**src/shared/gpb_pkg.sv**
```systemverilog
// constants shared by the general-purpose port block
package gpb_pkg;
  localparam int PIN_COUNT = 8;
  localparam int ADDR_WIDTH = 12;
  // data region: address bits [9:2] mask the data bits
  localparam int MASK_LSB = 2;
  localparam int MASK_MSB = 9;
  localparam logic [ADDR_WIDTH-1:0] DATA_REGION_TOP = 12'h3FC;
  localparam logic [7:0] DIR_RESET = 8'h00;
  localparam logic [7:0] ALT_RESET_PLAIN = 8'h00;
  // debug pins: port b pin 7, port c pins 3..0
  localparam logic [7:0] ALT_RESET_PORT_B = 8'h80;
  localparam logic [7:0] ALT_RESET_PORT_C = 8'h0F;
  localparam logic [7:0] DRIVE2_RESET = 8'hFF;
  localparam logic [7:0] PULLUP_RESET = 8'hFF;
  localparam logic [7:0] DIGEN_RESET = 8'hFF;
  localparam logic [7:0] ZERO_BYTE = 8'h00;
  localparam int TRIGGER_PIN = 4;
  // identification bytes; values arbitrary
  localparam logic [7:0] ID_BYTE_0 = 8'h5A;
  localparam logic [7:0] ID_BYTE_2 = 8'hA5;
  localparam int SYNC_STAGES = 2;
endpackage

```
**src/logic/gpb_detect.sv**
```systemverilog
// per-pin interrupt condition detector
`timescale 1ns/100ps
module gpb_detect #(
  parameter int WIDTH = 8
) (
  input wire logic clk,
  input wire logic rst_b,
  input wire logic [WIDTH-1:0] pin_level,
  input wire logic [WIDTH-1:0] irq_sense_select,
  input wire logic [WIDTH-1:0] irq_both_edges,
  input wire logic [WIDTH-1:0] irq_event_polarity,
  output logic [WIDTH-1:0] edge_hit,
  output logic [WIDTH-1:0] level_hit
);
  logic [WIDTH-1:0] last_level;
  logic [WIDTH-1:0] rise;
  logic [WIDTH-1:0] fall;

  // previous synchronised level for edge compare
  always_ff @(posedge clk or negedge rst_b)
  begin
    if (!rst_b)
      last_level <= '0;
    else
      last_level <= pin_level;
  end

  assign rise = pin_level & ~last_level;
  assign fall = ~pin_level & last_level;

  // sense picks edge or level; both-edges overrides polarity
  always_comb
  begin
    edge_hit = ~irq_sense_select & (irq_both_edges & (rise | fall)
      | ~irq_both_edges & (irq_event_polarity & rise
      | ~irq_event_polarity & fall));
    level_hit = irq_sense_select & ~(pin_level ^ irq_event_polarity);
  end
endmodule

```
**src/logic/gpb_port.sv**
```systemverilog
// general-purpose i/o port: direction, masked data, interrupts, pads
`timescale 1ns/100ps
module gpb_port
  import gpb_pkg::*;
#(
  parameter int WIDTH = gpb_pkg::PIN_COUNT,
  parameter logic [7:0] ALT_RESET = gpb_pkg::ALT_RESET_PLAIN,
  parameter bit IS_PORT_B = 1'b0
) (
  input wire logic clk,
  input wire logic rst_b,
  input wire logic data_write,
  input wire logic data_read,
  input wire logic [gpb_pkg::ADDR_WIDTH-1:0] data_addr,
  input wire logic [WIDTH-1:0] data_wdata,
  output logic [WIDTH-1:0] data_rdata,
  input wire logic [WIDTH-1:0] pin_direction,
  input wire logic alt_write,
  input wire logic [WIDTH-1:0] alt_wdata,
  output logic [WIDTH-1:0] alt_function_select,
  input wire logic [WIDTH-1:0] irq_sense_select,
  input wire logic [WIDTH-1:0] irq_both_edges,
  input wire logic [WIDTH-1:0] irq_event_polarity,
  input wire logic [WIDTH-1:0] irq_mask,
  input wire logic irq_clear_write,
  input wire logic [WIDTH-1:0] irq_clear,
  output logic [WIDTH-1:0] irq_raw_status,
  output logic [WIDTH-1:0] irq_masked_status,
  output logic port_irq,
  output logic converter_trigger,
  input wire logic [WIDTH-1:0] pad_in,
  output logic [WIDTH-1:0] pad_out,
  output logic [WIDTH-1:0] pad_oe,
  input wire logic [WIDTH-1:0] periph_out,
  input wire logic [WIDTH-1:0] periph_oe,
  output logic [WIDTH-1:0] periph_in,
  input wire logic pad_write,
  input wire logic [WIDTH-1:0] pad_drive_2ma_wdata,
  input wire logic [WIDTH-1:0] pad_drive_4ma_wdata,
  input wire logic [WIDTH-1:0] pad_drive_8ma_wdata,
  input wire logic [WIDTH-1:0] pad_open_drain_wdata,
  input wire logic [WIDTH-1:0] pad_pull_up_wdata,
  input wire logic [WIDTH-1:0] pad_pull_down_wdata,
  input wire logic [WIDTH-1:0] pad_slew_wdata,
  input wire logic [WIDTH-1:0] pad_digital_enable_wdata,
  output logic [WIDTH-1:0] pad_drive_2ma,
  output logic [WIDTH-1:0] pad_drive_4ma,
  output logic [WIDTH-1:0] pad_drive_8ma,
  output logic [WIDTH-1:0] pad_open_drain,
  output logic [WIDTH-1:0] pad_pull_up,
  output logic [WIDTH-1:0] pad_pull_down,
  output logic [WIDTH-1:0] pad_slew,
  output logic [WIDTH-1:0] pad_digital_enable,
  output logic [7:0] id_byte_0,
  output logic [7:0] id_byte_2
);
  import gpb_pkg::*;

  // ----------------------------------------------------------------
  // helpers
  // ----------------------------------------------------------------
  // decodes the per-bit mask carried on address bits 9..2
  function automatic logic [WIDTH-1:0] addr_mask(
    input logic [ADDR_WIDTH-1:0] addr
  );
    logic [7:0] bits;
    bits = addr[MASK_MSB:MASK_LSB];
    return bits[WIDTH-1:0];
  endfunction

  logic [WIDTH-1:0] pad_sync;
  logic [WIDTH-1:0] port_data;
  logic [WIDTH-1:0] edge_hit;
  logic [WIDTH-1:0] level_hit;
  logic [WIDTH-1:0] edge_pending;
  logic [WIDTH-1:0] data_mask;
  logic data_hit;
  logic [WIDTH-1:0] clear_bits;

  // ----------------------------------------------------------------
  // input path
  // ----------------------------------------------------------------
  // pads cross in from outside the clock domain
  gpb_sync #(
    .WIDTH(WIDTH)
  ) u_sync (
    .clk(clk),
    .rst_b(rst_b),
    .async_in(pad_in),
    .sync_out(pad_sync)
  );

  // peripherals see the synchronised pad level too
  assign periph_in = pad_sync;

  // ----------------------------------------------------------------
  // data register
  // ----------------------------------------------------------------
  assign data_hit = data_addr <= DATA_REGION_TOP;
  assign data_mask = addr_mask(data_addr);

  // inputs track the pad; outputs keep software's value
  always_ff @(posedge clk or negedge rst_b)
  begin
    if (!rst_b)
      port_data <= '0;
    else
    begin
      for (int i = 0; i < WIDTH; i++)
      begin
        if (!pin_direction[i])
          port_data[i] <= pad_sync[i];
        else if (data_write && data_hit && data_mask[i])
          port_data[i] <= data_wdata[i];
      end
    end
  end

  // registered read; unmasked bits read zero
  always_ff @(posedge clk or negedge rst_b)
  begin
    if (!rst_b)
      data_rdata <= '0;
    else if (data_read && data_hit)
      data_rdata <= port_data & data_mask;
    else
      data_rdata <= '0;
  end

  // ----------------------------------------------------------------
  // mode and pad drive
  // ----------------------------------------------------------------
  // any reset brings the debug pins back to their peripheral
  always_ff @(posedge clk or negedge rst_b)
  begin
    if (!rst_b)
      alt_function_select <= ALT_RESET;
    else if (alt_write)
      alt_function_select <= alt_wdata;
  end

  // in port mode open drain only pulls low, so enable follows inverted data; alternate pins take periph_oe
  always_comb
  begin
    for (int i = 0; i < WIDTH; i++)
    begin
      if (alt_function_select[i])
      begin
        pad_out[i] = periph_out[i];
        pad_oe[i] = periph_oe[i] & pad_digital_enable[i];
      end
      else
      begin
        pad_out[i] = port_data[i];
        pad_oe[i] = pin_direction[i] & pad_digital_enable[i]
          & ~(pad_open_drain[i] & port_data[i]);
      end
    end
  end

  // pad settings, written together as one group
  always_ff @(posedge clk or negedge rst_b)
  begin
    if (!rst_b)
    begin
      pad_drive_2ma <= DRIVE2_RESET;
      pad_drive_4ma <= ZERO_BYTE;
      pad_drive_8ma <= ZERO_BYTE;
      pad_open_drain <= ZERO_BYTE;
      pad_pull_up <= PULLUP_RESET;
      pad_pull_down <= ZERO_BYTE;
      pad_slew <= ZERO_BYTE;
      pad_digital_enable <= DIGEN_RESET;
    end
    else if (pad_write)
    begin
      pad_drive_2ma <= pad_drive_2ma_wdata;
      pad_drive_4ma <= pad_drive_4ma_wdata;
      pad_drive_8ma <= pad_drive_8ma_wdata;
      pad_open_drain <= pad_open_drain_wdata;
      pad_pull_up <= pad_pull_up_wdata;
      pad_pull_down <= pad_pull_down_wdata;
      pad_slew <= pad_slew_wdata;
      pad_digital_enable <= pad_digital_enable_wdata;
    end
  end

  // ----------------------------------------------------------------
  // interrupts
  // ----------------------------------------------------------------
  gpb_detect #(
    .WIDTH(WIDTH)
  ) u_detect (
    .clk(clk),
    .rst_b(rst_b),
    .pin_level(pad_sync),
    .irq_sense_select(irq_sense_select),
    .irq_both_edges(irq_both_edges),
    .irq_event_polarity(irq_event_polarity),
    .edge_hit(edge_hit),
    .level_hit(level_hit)
  );

  // ----------------------------------------------------------------
  // settling after reset
  // ----------------------------------------------------------------
  // the synchroniser and the last-level store both restart at zero,
  // so a pad held high through reset would look like a rising edge;
  // edges are ignored until the whole input pipeline holds real levels
  localparam int SETTLE_EDGES = SYNC_STAGES + 1;
  localparam logic [1:0] SETTLE_DONE = 2'(SETTLE_EDGES);

  logic [1:0] settle_count;
  logic inputs_settled;
  logic [WIDTH-1:0] edge_seen;
  logic [WIDTH-1:0] next_pending;

  // counts edges after reset release, then stays at its end value
  always_ff @(posedge clk or negedge rst_b)
  begin
    if (!rst_b)
      settle_count <= '0;
    else if (!inputs_settled)
      settle_count <= settle_count + 2'h1;
  end

  // only a few cycles are lost, and only right after reset
  assign inputs_settled = settle_count == SETTLE_DONE;

  // level conditions need no such guard: they follow the settled pin
  assign edge_seen = inputs_settled ? edge_hit : '0;

  assign clear_bits = irq_clear_write ? irq_clear : '0;

  // a new edge in the clear cycle wins, so no event is lost
  assign next_pending = edge_seen | (edge_pending & ~clear_bits);

  // pending edges wait here for software's clear
  always_ff @(posedge clk or negedge rst_b)
  begin
    if (!rst_b)
      edge_pending <= '0;
    else
      edge_pending <= next_pending;
  end

  // level causes are not latched: they follow the pin
  always_ff @(posedge clk or negedge rst_b)
  begin
    if (!rst_b)
    begin
      irq_raw_status <= '0;
      irq_masked_status <= '0;
    end
    else
    begin
      irq_raw_status <= next_pending | level_hit;
      irq_masked_status <= (next_pending | level_hit) & irq_mask;
    end
  end

  // one line out for the whole port
  assign port_irq = |irq_masked_status;

  // converter trigger from an unmasked pin 4 on port b only
  always_ff @(posedge clk or negedge rst_b)
  begin
    if (!rst_b)
      converter_trigger <= 1'b0;
    else
      converter_trigger <= IS_PORT_B
        && (edge_seen[TRIGGER_PIN] || level_hit[TRIGGER_PIN])
        && irq_mask[TRIGGER_PIN];
  end

  // ----------------------------------------------------------------
  // identification
  // ----------------------------------------------------------------
  assign id_byte_0 = ID_BYTE_0;
  assign id_byte_2 = ID_BYTE_2;
endmodule

```
**src/logic/gpb_sync.sv**
```systemverilog
// two-stage synchroniser for the pad inputs
`timescale 1ns/100ps
module gpb_sync #(
  parameter int WIDTH = 8
) (
  input wire logic clk,
  input wire logic rst_b,
  input wire logic [WIDTH-1:0] async_in,
  output logic [WIDTH-1:0] sync_out
);
  logic [WIDTH-1:0] stage_one;

  // first stage is read only by the second stage
  always_ff @(posedge clk or negedge rst_b)
  begin
    if (!rst_b)
    begin
      stage_one <= '0;
      sync_out <= '0;
    end
    else
    begin
      stage_one <= async_in;
      sync_out <= stage_one;
    end
  end
endmodule

```
**config.mk**
```make
export PLATFORM = sky130hd
export DESIGN_NAME = gpb_port
export DESIGN_NICKNAME = d
export VERILOG_FILES = /design/src/shared/gpb_pkg.sv /design/src/logic/gpb_detect.sv /design/src/logic/gpb_port.sv /design/src/logic/gpb_sync.sv
export SDC_FILE = /design/constraint.sdc
export NUM_CORES = 1
export LEC_CHECK = 0
export ABC_AREA = 0
export BUFFER_PORTS_ARGS = -buffer_cell sky130_fd_sc_hd__buf_2
export CORE_AREA = 2 2 121 123
export CTS_BUF_LIST = sky130_fd_sc_hd__clkbuf_16
export DETAILED_ROUTE_END_ITERATION = 10
export DIE_AREA = 0 0 123 125
export PLACE_DENSITY = 0.75
export SYNTH_ARGS = -nofsm -noshare
export SYNTH_HDL_FRONTEND = slang
export SYNTH_SLANG_ARGS = --single-unit
```
**constraint.sdc**
```tcl
create_clock -name clk -period 1.8 [get_ports clk]
set_input_delay 0.27 -clock clk [delete_from_list [all_inputs] [get_ports clk]]
set_output_delay 0.27 -clock clk [all_outputs]
set_load 0.005 [all_outputs]
```
==> impl_summary.log <==
[metrics] P per Cell Area: 997 mW/mm^2
[metrics] area share of and/or/nand/nor cells after synthesis: 0.0809
[metrics] number of storage elements in the synthesis netlist: 138
[metrics] highest clock rate: 597 MHz
[metrics] leakage dissipation: between 0.004 and 0.005 uW
[metrics] Area Growth Syn to Fin: 40.0%
[metrics] Max Buffers Root-to-Sink: 2
[metrics] area of combinational cells with multiple inputs: ~0.0021 sq mm
[metrics] die area: between 0.015 and 0.02 sq mm
[metrics] number of DRC markers in iteration 0: 151
[metrics] clock latency reported for the late side of the worst-skew pair: 0.41 ns
[metrics] final hold viol count: 0
[metrics] Core Region: between 0.01 and 0.015 sq mm
[metrics] number of buffers created by CTS: 17
[metrics] drt total wl: 15.7 mm
[metrics] die height: 125 microns
[metrics] clock skew: roughly 0.0037 ns
[metrics] xor-xnor portion of the synthesized cell area: 0.0134
[metrics] remaining routing DRC violations: 0
[metrics] total routing resource utilization after global routing: 0.208
[metrics] critical path start-end classification: flip-flop to output port
[metrics] FF+latch area: 0.00348 sq mm
[metrics] post-DP HPWL: 12.0 mm
[metrics] layout net count: 962
[metrics] leading cell type by number of instances after synthesis: sky130_fd_sc_hd__dfrtp_1
[metrics] number of failing setup endpoints in the final timing report: 0
[metrics] post-layout util: 0.578
[metrics] clock root cell: sky130_fd_sc_hd__clkbuf_16
[metrics] clock-pin slew on the worst setup and hold paths: 0.06 ns
[metrics] total number of vias: 4642
[metrics] vias in the first global route: approximately 4800
[metrics] count of buffers inserted at the top-level ports: just under 300
[metrics] wire length of the first global-routing pass: 24.4 mm
[metrics] async set-reset flop share out of synthesis: 1.00
[metrics] critical path peak fanout: 4
[metrics] fin crit share: 0.930
[metrics] most used standard cells in the synthesized netlist: sky130_fd_sc_hd__dfrtp_1 (114), sky130_fd_sc_hd__mux2_2 (89), sky130_fd_sc_hd__nand2_1 (57)
[metrics] CP max stage delay: roughly 0.43 ns
[metrics] TritonCTS clock tree: done
[metrics] setup repair after global routing missed its margin: false
[metrics] Ports: 309
[metrics] placement row count: 44
[metrics] count of pins over their slew limit: 0
[metrics] setup tns final: 0 ns
[metrics] horizontal die dimension: between 100 and 150 microns
[metrics] DRT antenna net count: 0
[metrics] antenna violations before repair: 3
[metrics] max-cap violation count: 0
[metrics] leading post-synthesis cells by cell area: sky130_fd_sc_hd__dfrtp_1 (49%), sky130_fd_sc_hd__mux2_2 (17%), sky130_fd_sc_hd__dfstp_2 (11%)
[metrics] cell with the largest stage delay on the worst path: sky130_fd_sc_hd__dfrtp_1
[metrics] fraction of layout cells with a size suffix above 1: 0.565
[metrics] Yosys warning count: 0
[metrics] path class of the lowest-slack min-delay path: input pin to flip-flop
[metrics] synth unique cells: 26
[metrics] outcome: finished clean
[metrics] cell type contributing the most total cell area after synthesis: sky130_fd_sc_hd__dfrtp_1
[metrics] most used cell along the critical path: sky130_fd_sc_hd__nand2_1
[metrics] fillcell total: 1235
[metrics] main combinational cell family by area after synthesis: multiplexers
[metrics] First-pass DRT Iterations: 4
[metrics] clock sink count: 138
[metrics] H-tree lvl count: 4
[metrics] final routed wire length divided by cell count: 16.1 microns
[metrics] proportion of synthesized chip area in sequential cells: 0.594
[metrics] time the final worst path needs with I/O delays and setup: 1.67 ns
[metrics] Post-Synthesis Mean Instance Area: roughly 13 sq um
[metrics] average vias per placed instance: 4.77
[metrics] Req. time, crit path: approximately 1.5 ns
[metrics] area share of the leading cell type in the synthesized netlist: 0.487
[metrics] cell breakdown of the critical path: nand2_1, nand2_1, o21ai_1, and2_1, buf_2
[metrics] arrival time of the worst setup path: about 1.4 ns
[metrics] type of origin of the critical path: flip-flop
[metrics] global placer's final weighted congestion: 0.859
[metrics] maximum number of pins on one net before global-route repair: 45
[metrics] cell area after synthesis: 0.00586 sq mm
[metrics] global-route congestion overflow total: 0
[metrics] Worst Setup End Kind: output port
[metrics] number of instances in the synthesized netlist: 460
[metrics] worst voltage drop across the vdd grid: 0.000659 V
[metrics] count of flip-flops with a built-in enable after synthesis: 0
[metrics] most instantiated flip-flop cell in the synthesis netlist: sky130_fd_sc_hd__dfrtp_1
[metrics] area share of fa/ha/maj cells after synthesis: 0.0363
[metrics] synthesized-area fraction occupied by ao, oa, aoi and oai cells: 0.0527
[metrics] share of cell area taken by muxes after synthesis: 0.171
[metrics] starting density of the core: 0.413
## state kept, by name, indices dropped and copies added, names as in the netlist
register / count
alt_function_select: 8
data_rdata: 8
edge_pending: 8
irq_masked_status: 8
irq_raw_status: 8
pad_digital_enable: 8
pad_drive_2ma: 8
pad_drive_4ma: 8
pad_drive_8ma: 8
pad_open_drain: 8
pad_pull_down: 8
pad_pull_up: 8
pad_slew: 8
port_data: 8
u_detect.last_level: 8
u_sync.stage_one: 8
u_sync.sync_out: 8
settle_count: 2
## power by group
group	leakage [uW]	internal (uW)	switching (uW)	total [uW]
Clock	0.000293	2150	1300	3460
Sequential	0.00159	3430	180	3610
Combinational	0.00233	614	500	1110
Total	0.00421	6200	1980	8180
## cell families (layout without fill, tap and decap cells)
family,after synthesis,after routing
mux,89,89
simple gates,103,103
other cells,2,19
flops,138,138
xor+xnor,9,9
compound gates,43,43
fa+ha+maj,17,17
buf+inv,59,371
## layout by cell type (no fill, tap or decap), drive strengths merged, types with 9 or more instances in the layout
cell / count
conb: 17
clkbuf: 17
mux2: 89
inv: 35
dfstp: 24
and2: 16
nand2: 57
ha: 17
dlygate4sd3: 9
buf: 298
dfrtp: 114
nor2: 10
o21ai: 16
## path summary, 6_finish.rpt
kind | start | to | slack [ns] | depth (start not counted)
min in group asynchronous | rst_b | edge_pending[5] | 0.33 | 2
max in group asynchronous | rst_b | pad_pull_up[6] | 0.84 | 3
worst min-delay path | irq_mask[4] | irq_masked_status[4] | 0.06 | 2
worst max register to register | u_sync.sync_out[7] | irq_masked_status[7] | 0.18 | 6
worst min register to register | u_sync.stage_one[7] | u_sync.sync_out[7] | 0.35 | 0
worst max-delay path | port_data[3] | pad_oe[3] | 0.13 | 5
## area by class of cell
class                      instances  area share
clock buffer                      17      0.0518
tap                              184      0.0281
antenna                            2    0.000610
clock inverter                    15      0.0194
sequential                       138       0.424
inverter                          32      0.0146
timing repair buffer             307       0.200
multi-input combinational        278       0.261
## worst max-delay path, delay by kind of cell, from the launching register on
kind / cells / cell delay, ns
flops: 1 / 0.43
simple gates: 3 / 0.28
compound gates: 1 / 0.18
buf+inv: 1 / 0.11
## per-stage QoR
stage | cell area (sq um) | hold slack (ns) | power, uW | setup slack [ns] | instances
finish | 8210 | 0.0643 | 8180 | 0.126 | 973
floorplan | 5920 | -0.0256 | 4120 | 0.300 | 475
global route | 8210 | 0.0594 | 8570 | 0.0194 | 973
CTS | 8200 | 0.0440 | 8270 | 0.0776 | 971
global placement | 7530 | 0.196 | 4740 | 0.251 | 930
detailed placement | 7530 | 0.197 | 4770 | 0.186 | 930
## layer usage
layer	vias to the layer above	routed length, microns	track usage
met1	2231	6060	0.243
met4	2	433	0.0836
met5	-	7	0
met2	208	7890	0.349
met3	36	1260	0.0721
li1	2165	-	-
## what timing repair did
item                                    CTS  global route
setup buffers                             0             0
endpoints found under the hold margin    41             0
resized for setup                         1             0
endpoints found under the setup margin    1             0
hold buffers                              9             0
No activity file was read; power rests on OpenSTA's default activity.
